File: config.mk
export PLATFORM = sky130hd
export DESIGN_NAME = i2cms_top
export DESIGN_NICKNAME = d
export VERILOG_FILES = /design/src/logic/i2cms_pkg.sv /design/src/logic/i2cms_sync.sv /design/src/logic/i2cms_top.sv
export SDC_FILE = /design/constraint.sdc
export NUM_CORES = 1
export LEC_CHECK = 0
export ABC_CLOCK_PERIOD_IN_PS = 2400
export BUFFER_PORTS_ARGS = -buffer_cell sky130_fd_sc_hd__clkbuf_2
export CAP_MARGIN = 0
export CORE_MARGIN = 2
export CORE_UTILIZATION = 60
export DETAILED_ROUTE_END_ITERATION = 8
export GPL_TIMING_DRIVEN = 0
export PLACE_DENSITY = 0.78
export SYNTH_ARGS = -nofsm -noshare
export SYNTH_HDL_FRONTEND = slang
export SYNTH_SLANG_ARGS = --single-unit
File: constraint.sdc
create_clock -name clk_sys_in -period 2.4 [get_ports clk_sys_in]
set_input_delay 0 -clock clk_sys_in [delete_from_list [all_inputs] [get_ports clk_sys_in]]
set_output_delay 0 -clock clk_sys_in [all_outputs]
set_load 0.01 [all_outputs]
File: src/logic/i2cms_pkg.sv
package i2cms_pkg;

  localparam int CLK_NS = 25;
  localparam int BIT_NS = 10000;
  localparam int QTR_CYC = BIT_NS / (4 * CLK_NS);
  localparam logic [7:0] DIV_RST = 8'(QTR_CYC - 1);

  localparam logic [2:0] A_CTRL = 3'h0;
  localparam logic [2:0] A_CMD = 3'h1;
  localparam logic [2:0] A_BUF = 3'h2;
  localparam logic [2:0] A_STAT = 3'h3;
  localparam logic [2:0] A_IST = 3'h4;
  localparam logic [2:0] A_IMASK = 3'h5;
  localparam logic [2:0] A_DIV = 3'h6;

  localparam int CTRL_EN = 4;
  localparam logic [3:0] MODE_MASTER = 4'h1;
  localparam logic [3:0] MODE_RST = 4'h0;

  localparam int CMD_START = 0;
  localparam int CMD_RSTART = 1;
  localparam int CMD_STOP = 2;
  localparam int CMD_RCV = 3;
  localparam int CMD_ACK = 4;
  localparam int CMD_ACKD = 5;

  localparam int ST_SDET = 0;
  localparam int ST_PDET = 1;
  localparam int ST_WRITE_COLLISION_FLAG = 2;
  localparam int ST_ACKS = 3;
  localparam int ST_BUSY = 4;

  localparam int EV_START = 0;
  localparam int EV_STOP = 1;
  localparam int EV_BYTE = 2;
  localparam int EV_ACK = 3;
  localparam int EV_RSTART = 4;
  localparam int EV_W = 5;

  localparam logic [3:0] LAST_TX = 4'h8;
  localparam logic [3:0] LAST_RX = 4'h7;

  typedef enum logic [2:0] {
    ST_IDLE, ST_START, ST_RSTART, ST_STOP, ST_TX, ST_RX, ST_ACK
  } i2cms_st_t;

  typedef struct packed {
    logic [2:0] addr;
    logic [7:0] wdata;
    logic wr;
    logic rd;
  } i2cms_req_t;

  typedef struct packed {
    logic [1:0] s1;
    logic [1:0] s2;
  } i2cms_sync_t;

  typedef struct packed {
    i2cms_st_t st;
    logic [1:0] q;
    logic [3:0] bitn;
    logic [7:0] cnt;
    logic [8:0] sh;
    logic [7:0] buf_r;
    logic [3:0] mode;
    logic en;
    logic [7:0] div;
    logic ackd;
    logic [7:0] rdata;
    logic scl_oe;
    logic sda_oe;
    logic scl_p;
    logic sda_p;
    logic sdet;
    logic pdet;
    logic write_collision_flag;
    logic acks;
    logic [EV_W-1:0] ist;
    logic [EV_W-1:0] imask;
    logic irq;
    logic lo;
  } i2cms_state_t;

endpackage

File: src/logic/i2cms_sync.sv
`timescale 1ns/100ps
module i2cms_sync (
  input wire logic clk_sys_in,
  input wire logic rst_in,
  input wire logic [1:0] pins_in,
  output logic [1:0] pins_out
);
  import i2cms_pkg::*;

  i2cms_sync_t s;
  i2cms_sync_t n;

  always_comb begin
    n = s;
    n.s1 = pins_in;
    n.s2 = s.s1;
  end

  // Idle bus level is high, so the chain resets to released lines.
  always_ff @(posedge clk_sys_in or posedge rst_in) begin
    if (rst_in) begin
      s <= '{s1: 2'h3, s2: 2'h3};
    end else begin
      s <= n;
    end
  end

  assign pins_out = s.s2;
endmodule

File: src/logic/i2cms_top.sv
// Function
// RQ1 - Software selects master mode, then enables.
// RQ2 - Hardware drives and releases SCL and SDA.
// RQ3 - Start/Stop detect bits cleared by reset/disable.
// RQ4 - Software takes bus on Stop or idle.
// RQ5 - Software sequences each operation from status bits.
// RQ6 - Generate Start, Repeated Start, Stop on request.
// RQ7 - Buffer write starts byte transmission.
// RQ8 - Receive byte, then send Acknowledge on request.
// RQ9 - Software waits; no queued operations.
// RQ10 - Busy buffer write discarded, collision flag set.
// RQ11 - Interrupt flag set by each bus event.
// RQ12 - Collision flag sticky, never blocks later writes.
`timescale 1ns/100ps
module i2cms_top (
  input wire logic clk_sys_in,
  input wire logic rst_in,
  input wire i2cms_pkg::i2cms_req_t reg_req_in,
  output logic [7:0] reg_rdata_out,
  input wire logic scl_in,
  input wire logic sda_in,
  output logic scl_out,
  output logic scl_oe_out,
  output logic sda_out,
  output logic sda_oe_out,
  output logic irq_out
);
  import i2cms_pkg::*;

  i2cms_state_t s;
  i2cms_state_t n;
  logic [1:0] pins_s;
  logic scl_s;
  logic sda_s;
  logic tick;
  logic active;
  logic busy;
  logic stall;
  logic wc;
  logic [EV_W-1:0] evt;
  logic wr_buf;
  logic wr_cmd;

  i2cms_sync u_sync (
    .clk_sys_in(clk_sys_in),
    .rst_in(rst_in),
    .pins_in({scl_in, sda_in}),
    .pins_out(pins_s)
  );

  assign scl_s = pins_s[1];
  assign sda_s = pins_s[0];

  always_comb begin
    n = s;
    evt = '0;
    wc = 1'b0;
    tick = (s.cnt == 8'h00);
    active = s.en && (s.mode == MODE_MASTER); // RQ1
    busy = (s.st != ST_IDLE);
    stall = (s.q == 2'h2) && !scl_s;
    wr_buf = reg_req_in.wr && (reg_req_in.addr == A_BUF);
    wr_cmd = reg_req_in.wr && (reg_req_in.addr == A_CMD);
    n.cnt = tick ? s.div : s.cnt - 8'h01;
    n.scl_p = scl_s;
    n.sda_p = sda_s;
    n.rdata = 8'h00;

    // Bus monitor: conditions are seen from any master on the wire.
    if (s.scl_p && scl_s && s.sda_p && !sda_s) begin
      n.sdet = 1'b1;
      n.pdet = 1'b0;
    end
    if (s.scl_p && scl_s && !s.sda_p && sda_s) begin
      n.sdet = 1'b0;
      n.pdet = 1'b1;
    end

    // Each bus step is four quarters; a slave holding SCL low stretches quarter two.
    if (tick && busy && !stall) begin
      n.q = s.q + 2'h1;
      unique case (s.st)
        ST_START: begin
          if (s.q == 2'h0) begin
            n.scl_oe = 1'b0;
            n.sda_oe = 1'b0;
          end
          if (s.q == 2'h2) n.sda_oe = 1'b1; // RQ6
          if (s.q == 2'h3) begin
            n.scl_oe = 1'b1;
            n.st = ST_IDLE;
            evt[EV_START] = 1'b1; // RQ11
          end
        end
        ST_RSTART: begin
          if (s.q == 2'h0) n.sda_oe = 1'b0;
          if (s.q == 2'h1) n.scl_oe = 1'b0;
          if (s.q == 2'h2) n.sda_oe = 1'b1; // RQ6
          if (s.q == 2'h3) begin
            n.scl_oe = 1'b1;
            n.st = ST_IDLE;
            evt[EV_RSTART] = 1'b1; // RQ11
          end
        end
        ST_STOP: begin
          if (s.q == 2'h0) n.sda_oe = 1'b1;
          if (s.q == 2'h1) n.scl_oe = 1'b0;
          if (s.q == 2'h3) begin
            n.sda_oe = 1'b0; // RQ6
            n.st = ST_IDLE;
            evt[EV_STOP] = 1'b1; // RQ11
          end
        end
        ST_TX: begin
          if (s.q == 2'h0) n.sda_oe = !s.sh[8]; // RQ7
          if (s.q == 2'h1) n.scl_oe = 1'b0; // RQ2
          if (s.q == 2'h2 && s.bitn == LAST_TX) n.acks = sda_s;
          if (s.q == 2'h3) begin
            n.scl_oe = 1'b1;
            n.sh = {s.sh[7:0], 1'b1};
            n.bitn = s.bitn + 4'h1;
            if (s.bitn == LAST_TX) begin
              n.st = ST_IDLE;
              evt[EV_BYTE] = 1'b1; // RQ11
            end
          end
        end
        ST_RX: begin
          if (s.q == 2'h0) n.sda_oe = 1'b0;
          if (s.q == 2'h1) n.scl_oe = 1'b0;
          if (s.q == 2'h2) n.sh = {s.sh[7:0], sda_s}; // RQ8
          if (s.q == 2'h3) begin
            n.scl_oe = 1'b1;
            n.bitn = s.bitn + 4'h1;
            if (s.bitn == LAST_RX) begin
              n.buf_r = s.sh[7:0];
              n.st = ST_IDLE;
              evt[EV_BYTE] = 1'b1; // RQ11
            end
          end
        end
        ST_ACK: begin
          if (s.q == 2'h0) n.sda_oe = !s.ackd; // RQ8
          if (s.q == 2'h1) n.scl_oe = 1'b0;
          if (s.q == 2'h3) begin
            n.scl_oe = 1'b1;
            n.st = ST_IDLE;
            evt[EV_ACK] = 1'b1; // RQ11
          end
        end
        default: n.st = ST_IDLE;
      endcase
    end

    // Commands are only taken while idle; there is no queue behind the engine.
    if (wr_cmd && active && !busy) begin
      n.q = 2'h0;
      n.bitn = 4'h0;
      n.cnt = s.div;
      n.ackd = reg_req_in.wdata[CMD_ACKD];
      if (reg_req_in.wdata[CMD_START]) n.st = ST_START; // RQ6
      else if (reg_req_in.wdata[CMD_RSTART]) n.st = ST_RSTART;
      else if (reg_req_in.wdata[CMD_STOP]) n.st = ST_STOP;
      else if (reg_req_in.wdata[CMD_RCV]) n.st = ST_RX; // RQ8
      else if (reg_req_in.wdata[CMD_ACK]) n.st = ST_ACK;
    end

    if (wr_buf) begin
      if (active && busy) begin
        wc = 1'b1; // RQ10
      end else begin
        n.buf_r = reg_req_in.wdata;
        if (active) begin
          n.st = ST_TX; // RQ7
          n.sh = {reg_req_in.wdata, 1'b1};
          n.q = 2'h0;
          n.bitn = 4'h0;
          n.cnt = s.div;
        end
      end
    end

    if (reg_req_in.wr) begin
      unique case (reg_req_in.addr)
        A_CTRL: begin
          n.mode = reg_req_in.wdata[3:0];
          n.en = reg_req_in.wdata[CTRL_EN];
        end
        A_IMASK: n.imask = reg_req_in.wdata[EV_W-1:0];
        A_DIV: n.div = reg_req_in.wdata;
        default: n.lo = 1'b0;
      endcase
    end

    // Set wins over a clearing write in the same cycle.
    n.write_collision_flag = wc || (s.write_collision_flag && !(reg_req_in.wr && reg_req_in.addr == A_STAT
                                && reg_req_in.wdata[ST_WRITE_COLLISION_FLAG])); // RQ12
    n.ist = evt | (s.ist & ~((reg_req_in.wr && reg_req_in.addr == A_IST)
                              ? reg_req_in.wdata[EV_W-1:0] : '0));

    if (!active) begin
      n.st = ST_IDLE;
      n.scl_oe = 1'b0;
      n.sda_oe = 1'b0;
    end
    if (!s.en) begin
      n.sdet = 1'b0; // RQ3
      n.pdet = 1'b0;
    end

    if (reg_req_in.rd) begin
      unique case (reg_req_in.addr)
        A_CTRL: n.rdata = {3'h0, s.en, s.mode};
        A_BUF: n.rdata = s.buf_r;
        A_STAT: n.rdata = {3'h0, busy, s.acks, s.write_collision_flag, s.pdet, s.sdet}; // RQ5
        A_IST: n.rdata = {3'h0, s.ist};
        A_IMASK: n.rdata = {3'h0, s.imask};
        A_DIV: n.rdata = s.div;
        default: n.rdata = 8'h00;
      endcase
    end

    n.irq = |(n.ist & n.imask); // RQ11
  end

  always_ff @(posedge clk_sys_in or posedge rst_in) begin
    if (rst_in) begin
      s <= '{st: ST_IDLE, q: 2'h0, bitn: 4'h0, cnt: 8'h00, sh: 9'h000, buf_r: 8'h00,
             mode: MODE_RST, en: 1'b0, div: DIV_RST, ackd: 1'b0, rdata: 8'h00,
             scl_oe: 1'b0, sda_oe: 1'b0, scl_p: 1'b1, sda_p: 1'b1, sdet: 1'b0,
             pdet: 1'b0, write_collision_flag: 1'b0, acks: 1'b0, ist: '0, imask: '0, irq: 1'b0,
             lo: 1'b0};
    end else begin
      s <= n;
    end
  end

  assign reg_rdata_out = s.rdata;
  assign scl_out = s.lo;
  assign sda_out = s.lo;
  assign scl_oe_out = s.scl_oe;
  assign sda_oe_out = s.sda_oe;
  assign irq_out = s.irq;
endmodule

==> results of run 1 <==
flip-flops by register name, summed over array words and instances, names as in the netlist:
register         cells
reg_rdata_out        8
u_sync.pins_out      2
irq_out              1
s                   64
sda_oe_out           1
u_sync.n             2
scl_oe_out           1
routing by layer:
layer / track usage / routed length (um)
met5: 0 / 0
met4: 0.120 / 198
met3: 0.0622 / 609
met2: 0.435 / 4890
met1: 0.358 / 4150
final cells by class:
class | instances | area share
timing repair buffer | 32 | 0.0488
buffer | 32 | 0.0360
sequential | 79 | 0.422
inverter | 12 | 0.0101
multi-input combinational | 290 | 0.422
clock inverter | 6 | 0.0130
tap | 80 | 0.0212
clock buffer | 10 | 0.0270
per-stage QoR:
step	worst slack [ns]	utilization
after floorplan	0.360	-
after global placement	-0.451	0.651
after detailed placement	-0.0438	0.655
after CTS	0.0817	0.694
after global routing	0.00253	0.699
final	0.164	0.699
cell families (layout without fill, tap and decap cells):
family,Yosys count,after routing,share of synthesized area
muxes,48,48,0.133
DFF,79,79,0.475
and+or+nand+nor,137,137,0.169
AOI/OAI and AO/OA,87,87,0.130
xor gates and xnor gates,9,9,0.0188
adders and majority gates,7,7,0.0209
other,1,2,0.000895
buffers and inverters,45,92,0.0517
layout by cell type, fill, tap and decap left out, types with 5 or more instances in the layout:
cell type      count
a21boi_0           5
a21oi_1           27
a221oi_1           5
buf_4             12
clkbuf_1          17
clkbuf_2          22
clkbuf_8           9
dfrtp_1           68
dfstp_2           10
dlygate4sd3_1      8
ha_1               7
inv_1             11
mux2_2            21
mux2i_1           23
nand2_1           29
nand3_1            9
nand4_1            5
nor2_1            46
nor2b_1            9
nor3_1            10
o21ai_0           21
xnor2_1            6
worst min-delay path: cells and delay by family:
family                 cells  cell delay (ns)
buffers and inverters      1             0.19
and+or+nand+nor            1             0.14
AOI/OAI and AO/OA          1             0.04
repair_timing:
| action | CTS | global route |
|---|---|---|
| hold buffers | 8 | 0 |
| gates cloned | 0 | 0 |
| buffers inserted | 0 | 1 |
| endpoints found under the hold margin | 51 | 0 |
| pin swaps | 0 | 1 |
| setup endpoints to repair | 9 | 17 |
| resized for setup | 1 | 3 |
power by group:
part | internal, W | leakage, nW | switching [W]
Sequential | 0.00158 | 0.915 | 0.000220
Clock | 0.000477 | 0.0960 | 0.000489
Combinational | 0.000396 | 1.06 | 0.000464
Total | 0.00246 | 2.07 | 0.00117
path summary, 6_finish.rpt:
| check | start | endpoint | slack [ns] | cells after the start |
|---|---|---|---|---|
| hold reg to reg | u_sync.n[0]$_DFF_PP1_ | u_sync.pins_out[0]$_DFF_PP1_ | 0.36 | 0 |
| min in group asynchronous | rst_in | s[65]$_DFF_PP0_ | 0.21 | 3 |
| setup / recovery | s[71]$_DFF_PP0_ | sda_oe_out$_DFFE_PP0P_ | 0.16 | 8 |
| max in group asynchronous | rst_in | s[29]$_DFFE_PP1P_ | 1.55 | 4 |
| setup reg to reg | s[71]$_DFF_PP0_ | sda_oe_out$_DFFE_PP0P_ | 0.16 | 8 |
| hold / removal | reg_req_in[6] | s[55]$_DFF_PP0_ | 0.05 | 3 |
==> reports/results.tsv, run 1 <==
metric	value	unit
Post-synth top cells	dfrtp_1 (69), nor2_1 (46), nand2_1 (29), a21oi_1 (27), mux2i_1 (23)	
Req. time, crit path	2.68	ns
Final HPWL DP	6.96	mm
cell type with the highest aggregate area in the netlist	dfrtp_1	
FMAX	447	MHz
# DRC	0	
fin nets	480	
num ports	30	
CP max stage delay	0.42	ns
global route total overflow	0	
Skew-Pair Late Insertion Delay	0.35	ns
global-route wire length before repair	15.6	mm
DIE AREA	7660	um2
minimum clock period	2.24	ns
Lkg Pwr	2.07	nW
post-synth cell types	59	
worst hold path type	input port to register	
Setup Skew	0.00559	ns
crit end category	register	
placed cell count	517	
CORE AREA	6760	um2
setup tns final	0	ns
DR iter-0 viols	305	
fraction of registers with async set/reset	1.00	
CTS Sinks	79	
RSZ-0062 raised after global routing	false	
most instantiated library cell after synthesis	dfrtp_1	
main area contributors after synthesis	dfrtp_1 (41%), dfstp_2 (6.3%), mux2_2 (5.6%)	
Post-DRT Antenna Nets	0	
status	complete, no violations	
# port buffers	22	
CP max FO	10	
Worst path slowest cell	dfrtp_2	
area grow syn2layout	12.8	%
Critical Path AT	2.52	ns
number of global-route vias before repair	3214	
WP buf/inv	2	
period utilization	0.932	
H-tree levels	3	
final wirelength	9.85	mm
Final Setup Violations	0	
synthesis-stage register bit count	79	
Max VDD drop	0.000526	V
WS Path Type	register to register	
cell family with most CP delay	simple AND/OR/NAND/NOR gates	
root buf cell	clkbuf_8	
die width	87.5	um
Post-Syn Area per Cell	10.1	um2
max_cap viols	0	
largest net degree at the start of global routing	45	
final std cell area, no fill	4720	um2
gr usage total	0.272	
Non-Filler Instances	541	
Pre-antenna DRT Iters	5	
Slew @ Worst Pin	0.597	ns
routed vias/inst	6.09	
sequential cell area fraction in the yosys report	0.475	
Mapped Cells	413	
DR vias	3293	
Die Span Y	87.5	um
Num CTS Buffers	9	
final hold vios	0	
Synth Warn #	0	
Hold Slack	0.0497	ns
multi-input combinational cell area	1990	um2
clk slew on worst S/H paths	0.08	ns
initial core utilization	0.620	
Diodes inserted	0	
TritonCTS clock tree	built	
EDFF count, synth	0	
Rel. slew slack	0.599	
total power	0.00363	W
gpl congestion	0.933	
synthesized area	4190	um2
register area	1990	um2
CP Launch Type	register	
Main synth FF type	dfrtp_1	
worst-path cell chain	inv_1 > ha_1 > nand2b_1 > and4_2 > buf_4 > nand2_1 > a211oi_1 > mux2i_1	
cell area after placement	4420	um2
row cnt	30	
top cell type's share of synthesized area	0.412	
deepest clock path buffer count	2	
share of cells above drive strength 1	0.221	
Pins Over Slew Limit	0	
Routed wire per std cell	18.2	um
fillers	508	
initial antenna violation count	0	
PwrDens	769	nW/um2
Power figures use the tool's default switching activity.
==> run 2, diff against run 1 <==
ABC_AREA = 1   (was not set)
SETUP_SLACK_MARGIN = 0.4   (was not set)
==> run 2 against run 1 <==
Critical path depth increased by 2. Critical endpoint is now s[44]$_DFF_PP0_. Register-to-register slack improved by 0.36 ns. Setup slack improved by 0.36 ns. Critical path type unchanged.
==> reports/results.tsv, run 2 <==
metric	value	unit
most frequent cells in the layout	nand2_1 (155), inv_1 (77), dfrtp_1 (68)	
deepest clock path buffer count	2	
worst-path cell chain	inv_1 > ha_2 > nand3_2 > nor2_8 > nand2_4 > inv_4 > buf_6 > nand3b_1 > nand3_1 > o21ai_0	
H-tree levels	3	
clk slew on worst S/H paths	0.08	ns
hold path cells	4	
Lkg Pwr	2.55	nW
routed vias/inst	5.31	
synthesized area	4390	um2
EDFF count, synth	0	
fin nets	639	
root buf cell	clkbuf_8	
crit end category	register	
final wirelength	10.3	mm
Post-Syn Area per Cell	7.71	um2
final hold vios	0	
Synth Warn #	0	
WHS Endpoint	s[74]$_DFF_PP0_	
max_cap viols	0	
sequential cell area fraction in the yosys report	0.454	
Mapped Cells	569	
fillers	589	
share of cells above drive strength 1	0.171	
die width	89.5	um
Die Span Y	89.5	um
Diodes inserted	0	
Critical Path AT	2.10	ns
reg2reg setup slack	0.53	ns
Req. time, crit path	2.63	ns
CP max stage delay	0.37	ns
worst hold path type	input port to register	
largest net degree at the start of global routing	30	
FMAX	534	MHz
Routed wire per std cell	14.3	um
Post-DRT Antenna Nets	0	
fraction of registers with async set/reset	1.00	
post-synth cell types	40	
Worst path slowest cell	dfrtp_1	
global-route wire length before repair	16.1	mm
most common cell after layout, fill and taps aside	nand2_1	
Rel. slew slack	0.624	
Slew @ Worst Pin	0.560	ns
Main synth FF type	dfrtp_1	
DR vias	3816	
CTS Sinks	79	
DIE AREA	8010	um2
R2R depth	10	
CP max FO	10	
Post-synth top cells	nand2_1 (156), inv_1 (78), dfrtp_1 (69), o21ai_0 (56), nand3_1 (47)	
# port buffers	24	
CORE AREA	7180	um2
period utilization	0.780	
initial core utilization	0.611	
top cell type's share of synthesized area	0.394	
gr usage total	0.269	
initial antenna violation count	0	
WS Path Type	register to register	
Max VDD drop	0.000360	V
# DRC	0	
Final HPWL DP	7.61	mm
number of global-route vias before repair	3451	
final std cell area, no fill	5000	um2
Setup Skew	0.0101	ns
most instantiated library cell after synthesis	nand2_1	
RSZ-0062 raised after global routing	false	
gpl congestion	0.946	
hold_sp	reg_req_in[5]	
setup tns final	0	ns
PwrDens	705	nW/um2
minimum clock period	1.87	ns
WP buf/inv	3	
Largest register FFs	64	
Pre-antenna DRT Iters	5	
global route total overflow	0	
Worst R2R Start	s[59]$_DFF_PP0_	
status	complete, no violations	
Pins Over Slew Limit	0	
Hold Slack	0.0101	ns
cell area after placement	4680	um2
Skew-Pair Late Insertion Delay	0.36	ns
row cnt	31	
Final Setup Violations	0	
Biggest register	s	
TritonCTS clock tree	built	
cell type with the highest aggregate area in the netlist	dfrtp_1	
num ports	30	
synthesis-stage register bit count	79	
Num CTS Buffers	9	
DR iter-0 viols	246	
main area contributors after synthesis	dfrtp_1 (39%), nand2_1 (13%), inv_1 (6.7%)	
Reg-to-Reg End	s[44]$_DFF_PP0_	
cell family with most CP delay	simple AND/OR/NAND/NOR gates	
CP Launch Type	register	
area grow syn2layout	14.0	%
run 2: cell count changes in the layout (fill, tap and decap cells not counted), moves of 13 or more:
| cell | previous run | this run |
|---|---|---|
| a21oi_1 | 27 | 14 |
| clkbuf_1 | 17 | 4 |
| inv_1 | 11 | 77 |
| mux2_2 | 21 | 0 |
| mux2i_1 | 23 | 0 |
| nand2_1 | 29 | 155 |
| nand3_1 | 9 | 46 |
| o21ai_0 | 21 | 56 |
run 2: report_power, final:
part / internal (W) / switching [W]
Combinational: 0.000271 / 0.000418
Sequential: 0.00156 / 0.000136
Clock: 0.000647 / 0.000497
Total: 0.00247 / 0.00105
run 2: per-layer routing:
metal / wire, um / GRT usage / part of all wire / vias up
met3: 586 / 0.0379 / 0.057 / 27
met4: 308 / 0.115 / 0.030 / 0
met5: 0 / 0 / 0 / -
met2: 4840 / 0.434 / 0.47 / 134
met1: 4580 / 0.363 / 0.44 / 1760
li1: - / - / - / 1895
run 2: what timing repair did:
action                                  in CTS  in global routing
hold buffers                                 7                  0
endpoints found under the setup margin       0                 27
gates resized for setup                      0                  5
buffers inserted                             0                  1
endpoints found under the hold margin       25                  0
run 2: worst max-delay path by stage:
stage / start / to / slack, ns / cells past startpoint
after floorplan: s[71]$_DFF_PP0_ / sda_oe_out$_DFFE_PP0P_ / 0.70 / 13
after global placement: s[71]$_DFF_PP0_ / s[51]$_DFF_PP0_ / 0.49 / 12
after detailed placement: s[71]$_DFF_PP0_ / s[52]$_DFF_PP0_ / 0.43 / 12
after CTS: s[71]$_DFF_PP0_ / sda_oe_out$_DFFE_PP0P_ / 0.41 / 12
after global routing: s[59]$_DFF_PP0_ / sda_oe_out$_DFFE_PP0P_ / 0.40 / 12
final: s[59]$_DFF_PP0_ / s[44]$_DFF_PP0_ / 0.53 / 10
run 2: tightest hold or removal path: stages:
cell and delay, ns:
clkbuf_2 0.09, a21oi_1 0.05, o21ai_0 0.14, a21oi_1 0.05
run 2: metrics by stage:
stage / setup WS [ns] / total power (W) / cells / utilization
floorplan: 0.702 / 0.00220 / 570 / -
global placement: 0.492 / 0.00235 / 693 / 0.646
detailed placement: 0.426 / 0.00239 / 695 / 0.652
CTS: 0.413 / 0.00353 / 718 / 0.694
global route: 0.402 / 0.00370 / 719 / 0.697
finish: 0.527 / 0.00353 / 719 / 0.697
run 2: layout make-up:
cell class	count	area [um2]	area share
Inverter	85	325	0.0650
Clock buffer	12	155	0.0310
Tap cell	99	124	0.0248
Buffer	20	139	0.0278
Multi-Input combinational cell	386	1950	0.391
Clock inverter	4	76.3	0.0153
Sequential cell	79	1990	0.398
Timing Repair Buffer	34	238	0.0475
run 2: cell families after synthesis:
logic type               Yosys count  synth area share
AND/OR/NAND/NOR                  282             0.298
AO/OA/AOI/OAI                     89             0.110
XOR/XNOR                           6            0.0120
adder cells (fa/ha/maj)            7            0.0200
flip-flops                        79             0.454
buffers and inverters            105             0.105
other                              1          0.000855
==> run 3, diff against run 2 <==
ABC_CLOCK_PERIOD_IN_PS = 1820   (was 2400)
clock period = 1.82 ns   (was 2.4 ns; I/O delays follow)
==> run 3 against run 2 <==
Count of clock-buffer cells in the layout decreased by 2. Design area increased by 19%. Register-to-register slack got worse by 0.49 ns. Routed wire length increased by 40%. Die area unchanged. Hold slack got worse by 0.0030 ns. Critical path type unchanged. Core utilization increased by 14 points.
==> reports/results.tsv, run 3 (synthesized netlist as in run 2, its figures left out) <==
metric	value	unit
area grow syn2layout	36.2	%
DR vias	4660	
reg2reg setup slack	0.03	ns
row cnt	31	
final wirelength	14.4	mm
crit path from	s[75]$_DFF_PP0_	
initial core utilization	0.611	
minimum clock period	1.79	ns
Num CTS Buffers	9	
# port buffers	24	
most common cell after layout, fill and taps aside	nand2_1	
Setup Skew	0.0123	ns
fillers	385	
CP Launch Type	register	
global-route wire length before repair	19.4	mm
gpl congestion	0.950	
hold_sp	reg_req_in[0]	
setup tns final	0	ns
WS Path Type	register to register	
Post-DRT Antenna Nets	0	
Final HPWL DP	7.56	mm
DR iter-0 viols	425	
Slew @ Worst Pin	0.560	ns
multi-input combinational cell area	2350	um2
CTS Sinks	79	
largest net degree at the start of global routing	39	
Hold Slack	0.00706	ns
register area	2000	um2
most frequent cells in the layout	nand2_1 (128), inv_1 (63), dfrtp_1 (61)	
PwrDens	805	nW/um2
num ports	30	
routed vias/inst	5.98	
Max VDD drop	0.000404	V
Pins Over Slew Limit	0	
gr usage total	0.323	
H-tree levels	3	
max_cap viols	0	
Die Span Y	89.5	um
FMAX	560	MHz
crit end category	register	
CORE AREA	7180	um2
DIE AREA	8010	um2
Diodes inserted	0	
fin nets	699	
Pre-antenna DRT Iters	7	
Rel. slew slack	0.624	
status	complete, no violations	
Skew-Pair Late Insertion Delay	0.37	ns
RSZ-0062 raised after global routing	true	
initial antenna violation count	0	
number of global-route vias before repair	4003	
deepest clock path buffer count	2	
Final Setup Violations	0	
period utilization	0.982	
worst hold path type	input port to register	
final hold vios	0	
Routed wire per std cell	18.5	um
Largest register FFs	64	
share of cells above drive strength 1	0.371	
Worst R2R Start	s[75]$_DFF_PP0_	
CP max FO	5	
Biggest register	s	
Req. time, crit path	2.06	ns
global route total overflow	0	
Lkg Pwr	2.90	nW
clk slew on worst S/H paths	0.09	ns
# DRC	0	
root buf cell	clkbuf_8	
Critical Path AT	2.03	ns
die width	89.5	um
TritonCTS clock tree	built	
run 3: cell types whose count changed in the layout (fill, tap and decap cells not counted), moves of 11 or more:
cell / change
inv_1: -14
o21ai_1: +11
nand2_1: -27
o21ai_0: -19
nand3_1: -12
nand2_2: +19
buf_4: +43
run 3: metrics by stage:
| step | setup slack, ns | std cells | total power, W | util | cell area, um2 |
|---|---|---|---|---|---|
| after floorplan | 0.252 | 570 | 0.00295 | - | 4440 |
| after global placement | -0.0123 | 693 | 0.00315 | 0.653 | 4680 |
| after detailed placement | -0.0630 | 695 | 0.00320 | 0.658 | 4720 |
| after CTS | 0.218 | 755 | 0.00458 | 0.763 | 5470 |
| after global routing | 0.0157 | 779 | 0.00503 | 0.832 | 5970 |
| final | 0.0327 | 779 | 0.00481 | 0.832 | 5970 |
run 3: worst max-delay path, cell delays in order, from the launching register on:
cell       delay, ns
dfrtp_1         0.36
buf_6           0.14
nand2_4         0.06
nor2_4          0.17
inv_2           0.09
nor3_4          0.35
clkbuf_16       0.21
nand3b_1        0.09
nand3_1         0.09
o21ai_1         0.10
run 3: power by group:
part / switching (W) / total, W / internal (W)
clock network: 0.000694 / 0.00132 / 0.000631
logic: 0.000697 / 0.00119 / 0.000496
registers: 0.000235 / 0.00229 / 0.00206
total: 0.00163 / 0.00481 / 0.00319
run 3: final timing paths:
kind	endpoint	cells past startpoint
setup / recovery	s[48]$_DFF_PP0_	9
hold / removal	reg_rdata_out[5]$_DFF_PP0_	3
setup reg to reg	s[48]$_DFF_PP0_	9
hold reg to reg	u_sync.pins_out[0]$_DFF_PP1_	0
max in group asynchronous	s[29]$_DFFE_PP1P_	5
min in group asynchronous	s[68]$_DFF_PP0_	3
run 3: layer usage:
metal	GRT usage	vias up	wire (um)	share of wire
met5	0	-	0	0
met4	0.148	0	853	0.059
met2	0.536	346	6830	0.47
li1	-	2028	-	-
met3	0.0425	90	1360	0.094
met1	0.422	2196	5380	0.37
run 3: layout make-up:
cell class / instances / share of cell area
plain buffers: 20 / 0.0279
repair inverters: 1 / 0.00126
flip-flops and latches: 79 / 0.335
repair buffers: 91 / 0.129
clock buffers: 10 / 0.0214
clock inverters: 6 / 0.00984
inverters: 85 / 0.0610
multi-input cells: 388 / 0.394
well taps: 99 / 0.0207
run 3: timing repair:
item	CTS	global route
endpoints found under the setup margin	40	42
buffers inserted	32	22
cloned	4	2
endpoints found under the hold margin	60	0
hold buffers	8	0
resized for setup	54	93
pin swaps	18	45
